## src/include/t2crb_consts.svh

```systemverilog
// Summary of operation
// - Counting only while run control is set
// - Overflow flag set only without serial clocks
// - Flags cleared by software; writing one forces
// - Trigger edge with enable sets external flag
// - Receive select picks this timer's overflow
// - Transmit select picks this timer's overflow
// - Trigger captures or reloads only when enabled, not baud
// - Select bit chooses internal ticks or pin
// - Timer rate twelve or four clocks
// - Baud timer rate is two clocks
// - Capture copies count into reload registers
// - Reload mode overflow loads reload value
// - Trigger edge forces reload in reload mode
// - Serial clocks force reload, ignore capture select
// - Baud overflow gives shift clock, reloads, no flag
// - Baud mode interrupt only from external flag
// - Overflow output pulses for one clock
// - Count is two byte-wide readable writable registers
// - Reload registers hold capture or reload bytes
`ifndef T2CRB_CONSTS_SVH
`define T2CRB_CONSTS_SVH
`define T2CRB_ADDR_CTL 8'hC8
`define T2CRB_ADDR_RCAP_L 8'hCA
`define T2CRB_ADDR_RCAP_H 8'hCB
`define T2CRB_ADDR_CNT_L 8'hCC
`define T2CRB_ADDR_CNT_H 8'hCD
`define T2CRB_BIT_TF 7
`define T2CRB_BIT_EXF 6
`define T2CRB_BIT_RXSEL 5
`define T2CRB_BIT_TXSEL 4
`define T2CRB_BIT_EXEN 3
`define T2CRB_BIT_RUN 2
`define T2CRB_BIT_CT 1
`define T2CRB_BIT_CPRL 0
`define T2CRB_RST_BYTE 8'h00
`define T2CRB_RST_CTL 6'h00
`define T2CRB_RST_PRE 4'h0
`define T2CRB_DIV12_LAST 4'hB
`define T2CRB_DIV4_LAST 2'h3
`define T2CRB_CNT_MAX 16'hFFFF
`endif

```

## src/include/t2crb_pkg.sv

```systemverilog
package t2crb_pkg;
    // One special function register access
    typedef struct packed {
        logic [7:0] addr;
        logic wr;
        logic rd;
        logic [7:0] wdata;
    } t2crb_sfr_req_t;

    // Operating mode decoded from control bits
    typedef enum logic [1:0] {
        T2CRB_OFF = 2'b00,
        T2CRB_CAPTURE = 2'b01,
        T2CRB_RELOAD = 2'b10,
        T2CRB_BAUD = 2'b11
    } t2crb_mode_t;
endpackage : t2crb_pkg

```

## src/t2crb_timer.sv

```systemverilog
`timescale 1ns/10ps
`include "t2crb_consts.svh"

module t2crb_timer (
    input wire logic mclk, // CPU clock
    input wire logic rst_n, // Synchronous reset
    input wire t2crb_pkg::t2crb_sfr_req_t sfr, // Register access
    output logic [7:0] sfr_rdata, // Read data
    input wire logic clk_rate_fast, // Rate bit, divide by four
    input wire logic [1:0] serial_mode, // Serial port mode
    input wire logic timer1_ovf, // Other timer overflow
    input wire logic external_count_input, // Count pin
    input wire logic external_trigger_input, // Trigger pin
    output logic overflow_pulse_output, // Overflow pulse
    output logic timer_irq, // Flag request
    output logic rx_shift_clk, // Receive baud clock
    output logic tx_shift_clk // Transmit baud clock
);

    // Register state
    logic [5:0] ctl_q;
    logic tf_q;
    logic exf_q;
    logic [15:0] cnt_q;
    logic [15:0] rcap_q;
    logic [3:0] pre_q;
    logic [7:0] rdata_q;
    logic ovf_pulse_q;
    logic rx_clk_q;
    logic tx_clk_q;

    // Pin synchronisers and edge stage
    logic cnt_s1_q;
    logic cnt_s2_q;
    logic cnt_s3_q;
    logic trg_s1_q;
    logic trg_s2_q;
    logic trg_s3_q;

    // Control bit aliases
    wire run = ctl_q[`T2CRB_BIT_RUN];
    wire ext_en = ctl_q[`T2CRB_BIT_EXEN];
    wire ct_sel = ctl_q[`T2CRB_BIT_CT];
    wire cprl = ctl_q[`T2CRB_BIT_CPRL];
    wire rx_sel = ctl_q[`T2CRB_BIT_RXSEL];
    wire tx_sel = ctl_q[`T2CRB_BIT_TXSEL];
    wire baud = rx_sel | tx_sel;

    // Address decode
    wire sel_ctl = sfr.addr == `T2CRB_ADDR_CTL;
    wire sel_rl = sfr.addr == `T2CRB_ADDR_RCAP_L;
    wire sel_rh = sfr.addr == `T2CRB_ADDR_RCAP_H;
    wire sel_cl = sfr.addr == `T2CRB_ADDR_CNT_L;
    wire sel_ch = sfr.addr == `T2CRB_ADDR_CNT_H;
    wire wr_ctl = sfr.wr & sel_ctl;
    wire wr_rl = sfr.wr & sel_rl;
    wire wr_rh = sfr.wr & sel_rh;
    wire wr_cl = sfr.wr & sel_cl;
    wire wr_ch = sfr.wr & sel_ch;
    wire cnt_wr = wr_cl | wr_ch;
    wire rcap_wr = wr_rl | wr_rh;

    // Mode decode
    t2crb_pkg::t2crb_mode_t mode;
    assign mode = !run ? t2crb_pkg::T2CRB_OFF :
        baud ? t2crb_pkg::T2CRB_BAUD :
        cprl ? t2crb_pkg::T2CRB_CAPTURE : t2crb_pkg::T2CRB_RELOAD;

    // Prescaler taps
    wire tick12 = pre_q == `T2CRB_DIV12_LAST;
    wire tick4 = pre_q[1:0] == `T2CRB_DIV4_LAST;
    wire tick2 = pre_q[0];
    wire tick_time = baud ? tick2 : (clk_rate_fast ? tick4 : tick12);

    // Falling edges from synchronised pins
    wire cnt_fall = cnt_s3_q & ~cnt_s2_q;
    wire trg_fall = trg_s3_q & ~trg_s2_q;

    // Count advance and overflow
    wire tick_src = ct_sel ? cnt_fall : tick_time;
    wire inc = run & tick_src;
    wire ovf = inc & (cnt_q == `T2CRB_CNT_MAX);
    wire trig = ext_en & trg_fall;

    // Per-mode actions
    logic do_cap;
    logic do_reload;
    logic tf_set;
    always_comb begin
        do_cap = 1'b0;
        do_reload = 1'b0;
        tf_set = 1'b0;
        case (mode)
            t2crb_pkg::T2CRB_CAPTURE: begin
                do_cap = trig;
                tf_set = ovf;
            end
            t2crb_pkg::T2CRB_RELOAD: begin
                do_reload = ovf | trig;
                tf_set = ovf;
            end
            t2crb_pkg::T2CRB_BAUD: begin
                do_reload = ovf;
            end
            t2crb_pkg::T2CRB_OFF: begin
                do_cap = trig & ~baud & cprl;
                do_reload = trig & ~baud & ~cprl;
            end
            default: begin
                do_cap = 1'b0;
            end
        endcase
    end

    // Next count: software write wins, then reload, then increment
    logic [15:0] cnt_d;
    always_comb begin
        cnt_d = cnt_q;
        if (do_reload) begin
            cnt_d = rcap_q;
        end else if (inc) begin
            cnt_d = cnt_q + 16'h0001;
        end
        if (wr_cl) begin
            cnt_d[7:0] = sfr.wdata;
        end
        if (wr_ch) begin
            cnt_d[15:8] = sfr.wdata;
        end
    end

    // Next reload registers: write wins over capture
    logic [15:0] rcap_d;
    always_comb begin
        rcap_d = do_cap ? cnt_q : rcap_q;
        if (wr_rl) begin
            rcap_d[7:0] = sfr.wdata;
        end
        if (wr_rh) begin
            rcap_d[15:8] = sfr.wdata;
        end
    end

    // Flags: hardware set beats software clear
    wire tf_d = tf_set | (wr_ctl ? sfr.wdata[`T2CRB_BIT_TF] : tf_q);
    wire exf_d = trig | (wr_ctl ? sfr.wdata[`T2CRB_BIT_EXF] : exf_q);

    // Read mux, unmapped reads give zero
    wire [7:0] rd_mux = sel_ctl ? {tf_q, exf_q, ctl_q} :
        sel_rl ? rcap_q[7:0] :
        sel_rh ? rcap_q[15:8] :
        sel_cl ? cnt_q[7:0] :
        sel_ch ? cnt_q[15:8] : `T2CRB_RST_BYTE;

    // Serial clock selection for modes one and three
    wire ser_13 = serial_mode[0];
    wire rx_d = ser_13 & (rx_sel ? (ovf & baud) : timer1_ovf);
    wire tx_d = ser_13 & (tx_sel ? (ovf & baud) : timer1_ovf);

    // Pin synchronisers
    always_ff @(posedge mclk) begin
        cnt_s1_q <= external_count_input;
        cnt_s2_q <= cnt_s1_q;
        cnt_s3_q <= cnt_s2_q;
        trg_s1_q <= external_trigger_input;
        trg_s2_q <= trg_s1_q;
        trg_s3_q <= trg_s2_q;
    end

    // Prescaler divides by twelve
    always_ff @(posedge mclk) begin
        if (!rst_n || tick12) begin
            pre_q <= `T2CRB_RST_PRE;
        end else begin
            pre_q <= pre_q + 4'h1;
        end
    end

    // Control, flags and count registers
    always_ff @(posedge mclk) begin
        if (!rst_n) begin
            ctl_q <= `T2CRB_RST_CTL;
            tf_q <= 1'b0;
            exf_q <= 1'b0;
            cnt_q <= {`T2CRB_RST_BYTE, `T2CRB_RST_BYTE};
            rcap_q <= {`T2CRB_RST_BYTE, `T2CRB_RST_BYTE};
        end else begin
            ctl_q <= wr_ctl ? sfr.wdata[5:0] : ctl_q;
            tf_q <= tf_d;
            exf_q <= exf_d;
            cnt_q <= cnt_d;
            rcap_q <= rcap_d;
        end
    end

    // Registered outputs
    always_ff @(posedge mclk) begin
        if (!rst_n) begin
            rdata_q <= `T2CRB_RST_BYTE;
            ovf_pulse_q <= 1'b0;
            rx_clk_q <= 1'b0;
            tx_clk_q <= 1'b0;
        end else begin
            rdata_q <= sfr.rd ? rd_mux : rdata_q;
            ovf_pulse_q <= ovf;
            rx_clk_q <= rx_d;
            tx_clk_q <= tx_d;
        end
    end

    // Output drive
    assign sfr_rdata = rdata_q;
    assign overflow_pulse_output = ovf_pulse_q;
    assign timer_irq = tf_q | exf_q;
    assign rx_shift_clk = rx_clk_q;
    assign tx_shift_clk = tx_clk_q;
endmodule : t2crb_timer

```

## config.mk

```make
export PLATFORM = sky130hd
export DESIGN_NAME = t2crb_timer
export DESIGN_NICKNAME = d
export VERILOG_FILES = /design/src/include/t2crb_pkg.sv /design/src/t2crb_timer.sv
export VERILOG_INCLUDE_DIRS = /design/src /design/src/include
export SDC_FILE = /design/constraint.sdc
export NUM_CORES = 1
export LEC_CHECK = 0
export ABC_AREA = 0
export BUFFER_PORTS_ARGS = -buffer_cell sky130_fd_sc_hd__buf_2
export CORE_ASPECT_RATIO = 1.25
export CORE_MARGIN = 2
export CORE_UTILIZATION = 54
export DETAILED_ROUTE_END_ITERATION = 8
export MAX_ROUTING_LAYER = met4
export PLACE_DENSITY = 0.83
export SYNTH_ARGS = -nofsm -noshare
export SYNTH_HDL_FRONTEND = slang
export SYNTH_SLANG_ARGS = --single-unit
```

## constraint.sdc

```tcl
create_clock -name mclk -period 3.8 [get_ports mclk]
set_input_delay 0.38 -clock mclk [delete_from_list [all_inputs] [get_ports mclk]]
set_output_delay 0.38 -clock mclk [all_outputs]
set_load 0.005 [all_outputs]
```

==> results.txt <==
The flow ran to the end, and the final reports show no timing, DRC or antenna violations. The number of gates resized after CTS was 0. The clock tree synthesis step divided the H-tree into 3 levels. For the fraction of met1 tracks used by global routing, the log shows 35.1%. The tools report the data required time at the worst endpoint as 4.06 ns. The count of vias placed by the detailed router is 3,385, and the internal power contribution is 0.00108 W. The run gives 0 as the final hold violation count. The instance area at placement is 3780 um^2, and the count of buffers inserted at the top-level ports is 36.

The total CTS buffers was 9; the power share of the combinational group was 5.6%. In this run the horizontal extent of the chip is 77.1 um. Setup repair after global routing left no endpoint under its margin. Sorting the synthesized cells by area gives the leading types as dfxtp_1 (34%), mux2i_1 (7.8%), nand2_1 (5.8%). The routed design could run at a clock period as short as 3.08 ns. The path type of the worst setup path was flip-flop to flip-flop.

The logs give 61 for the number of sinks handled by clock tree synthesis and 6520 um^2 for the standard cell core area. The critical path's slowest cell was dfxtp_1. Summed over all layers, the global routing overflow is 0. The clock latency on the worst-skew pair is 0.35 ns, and the die height is 95.4 um.

0 antenna diodes ended up in the layout. The tools report the switching power as 0.000313 W. In the routed design, unresolved DRC markers number 0.

The tools report the number of instances in the synthesized netlist as 421. In this run the core area contains 33 standard-cell rows. The routed length per placed instance works out to 19.3 um. The filler cells instantiated in the layout total 583.

Walking the worst path, the cells encountered are or2_2 > o21ai_0 > ha_1 > nor4b_1 > o21a_1 > and2_1 > nor2_1 > o31a_1 > o31ai_1. Number of DRC violations after detailed-routing iteration 0: 326. For the post-CTS setup buffer count, the log shows 0.

The area growth from synthesis to layout is 11.1%. The run gives 7240 um as the detailed placement HPWL. The tools report the number of pins with negative max-slew slack in the final report as 0. For this run, the number of Yosys warnings is 0.

Summing all non-filler instances in the final layout gives an area of 4010 um^2. Net switching is 22.4% of the power. The post-synthesis area per instance was 8.57 um^2; the clock transition at the registers of the reported paths was 0.07 ns.

In the post-synthesis netlist, the cell with the most instances is dfxtp_1. For the initial antenna violation count, the log shows 0. The element type at the critical path end is a flip-flop. The total die area is 7360 um^2, and the transition time at the pin with the least slew margin is 1.03 ns. In this run, flip-flops and latches consume 46.9% of the power.

Global routing consumed, on the met2 layer, 48.5% of the routing resources. The longest clock path from root to sink contains 2 buffers. For this design the top-level I/O count stands at 38.

After detailed routing, the total wire length is 10,300 um. Routability-driven placement finished with a final weighted congestion of 0.981. Leakage component of the power: 1.86 nW. The family with the most delay on the worst path was simple AND/OR/NAND/NOR gates. The top cell type by area accounts for 33.8% of the synthesized area.

In the final layout, the multi-input gates occupy 2230 um^2. Clock skew on the completed layout was measured at 0.00637 ns. For this configuration, the core starts out at a cell density of 55.3%. In this run, post-CTS hold repair placed 0 buffers. The setup check on the worst reg-to-reg path leaves a slack of 0.72 ns. TritonCTS built the clock tree. Once detail routing completed, the nets flagged for antenna violations numbered 0.

The tools report the largest net degree at the start of global routing as 51. In the synthesized netlist the dominant register cell turns out to be dfxtp_1. Of the synthesized area, sequential elements account for 33.8%. In this run the worst hold path is classified as primary input to flip-flop. The critical path contains buffers and inverters numbering 0 combined. Worst-case headroom to the max-slew limit: 31.3%. The sequential cell area was 1220 um^2. The worst setup path is launched from a flip-flop. The share of cells above drive strength 1 is 17.5%, and the post-synth net total is 453. The summed instance area of the synthesized netlist was 3610 um^2; the met3 layer usage reported by global route was 5.30%. The tools report the aggregate global-route resource usage as 29.4%. Final-stage net count: 473. The synthesized design contains 61 register bits.

Data arrives at the worst endpoint at 3.34 ns. The longest individual stage delay on the worst path works out to 0.38 ns. The root buffer cell chosen for the clock tree is clkbuf_8. Yosys mapped the design onto 64 distinct sky130hd cell types.

The first TritonRoute pass finished after 5 iterations. Counting flops with a built-in enable in the synthesized netlist gives 0. The timing-limited maximum frequency was 325 MHz. The run gives 16,100 um as the wire length of the first global-routing pass.

The tools report the maximum vdd ir drop as 0.000185 V. The run gives 3,100 as the via count of the first global-routing pass. After global routing, the most crowded layer is met2.

The aggregate negative setup slack came out at 0 ns. The tool flagged a number of max-cap violations equal to 0. Of all cell types, the one taking the most synthesized area is dfxtp_1.

After layout, the worst path uses 81.0% of the clock period. The fraction of synthesis flops using an asynchronous set or reset pin was 0%; the clock group share of total power was 47.5%. In the synthesized netlist, the cells that appear most often are dfxtp_1 (61), nand2_1 (56), mux2i_1 (28).

Power spread over the standard cell area amounts to 348 nW/um^2. Of all nets on the critical path, the largest fanout is 12. In the routed layout, each cell is associated on average with a via count of 6.35. Setup violations remaining at the end of the flow were counted as 0.
-- kinds of logic (layout without fill, tap and decap cells) --
logic type / count (synthesis) / in the layout / synth area share, %
simple gates: 148 / 148 / 21.1
compound gates: 126 / 126 / 26.8
flops: 61 / 61 / 33.8
buf+inv: 37 / 62 / 4.61
mux: 31 / 31 / 8.70
xor+xnor: 12 / 12 / 2.91
fa+ha+maj: 6 / 6 / 2.08
-- per-stage QoR --
stage          instances  total power (W)  worst slack, ns  utilization [%]  hold WS, ns
6_report             533          0.00140            0.723             61.5        0.137
4_1_cts              533          0.00139            0.716             61.5        0.139
3_3_place_gp         517         0.000744            0.901             58.0        0.314
5_1_grt              533          0.00143            0.481             61.5        0.134
2_1_floorplan        421         0.000711             1.06                -        0.310
3_5_place_dp         517         0.000745            0.756             58.0        0.320
-- metal layers --
metal	part of all wire [%]	routed length [um]	vias to the layer above
met5	0	0	-
met4	4.0	408	0
met3	8.1	831	32
met2	48	4950	176
met1	40	4090	1581
li1	-	-	1596
-- sequential cells by signal, indices dropped and copies added (netlist names) --
name and count:
cnt_q 16, rcap_q 16, sfr_rdata 8, ctl_q 6
pre_q 4, cnt_s1_q 1, cnt_s2_q 1, cnt_s3_q 1
exf_q 1, overflow_pulse_output 1, rx_shift_clk 1, tf_q 1
trg_s1_q 1, trg_s2_q 1, trg_s3_q 1, tx_shift_clk 1
-- final timing paths --
path / startpoint / end / cells after the start
worst max-delay path: ctl_q[5] / cnt_q[7] / 9
worst min-delay path: external_trigger_input / trg_s1_q / 1
worst max register to register: ctl_q[5] / cnt_q[7] / 9
worst min register to register: cnt_s1_q / cnt_s2_q / 0
-- final cells by class --
type,count,area share (%)
Clock buffer,12,3.87
Sequential cell,61,30.5
Inverter,7,0.655
Clock inverter,4,1.75
Multi-Input combinational cell,323,55.5
Tap cell,87,2.71
Timing Repair Buffer,39,5.05
-- cell usage in the layout (no fill, tap or decap), types with 6 or more instances in the layout --
cell type | synthesis | final
clkbuf_8 | 0 | 11
a21oi_1 | 12 | 12
a21o_1 | 6 | 6
o31ai_1 | 6 | 6
mux2i_1 | 28 | 28
nor2_1 | 18 | 18
a22oi_1 | 6 | 6
a21boi_0 | 12 | 12
inv_1 | 7 | 7
nor2b_1 | 7 | 7
ha_1 | 6 | 6
o21ai_0 | 19 | 18
buf_2 | 9 | 36
o211a_1 | 16 | 16
a31oi_1 | 6 | 6
dfxtp_1 | 61 | 61
nand2b_1 | 7 | 7
xnor2_1 | 8 | 8
nand3_1 | 18 | 18
and3_1 | 9 | 9
nand2_1 | 56 | 56
-- power groups by stage --
stage                     combinational [W]  sequential (W)  clock, W
after floorplan                   0.0000434        0.000668         0
after global placement            0.0000749        0.000669         0
after detailed placement          0.0000763        0.000669         0
after CTS                         0.0000766        0.000655  0.000663
after global routing              0.0000842        0.000656  0.000686
final                             0.0000781        0.000655  0.000663
Power figures use the tool's default switching activity.
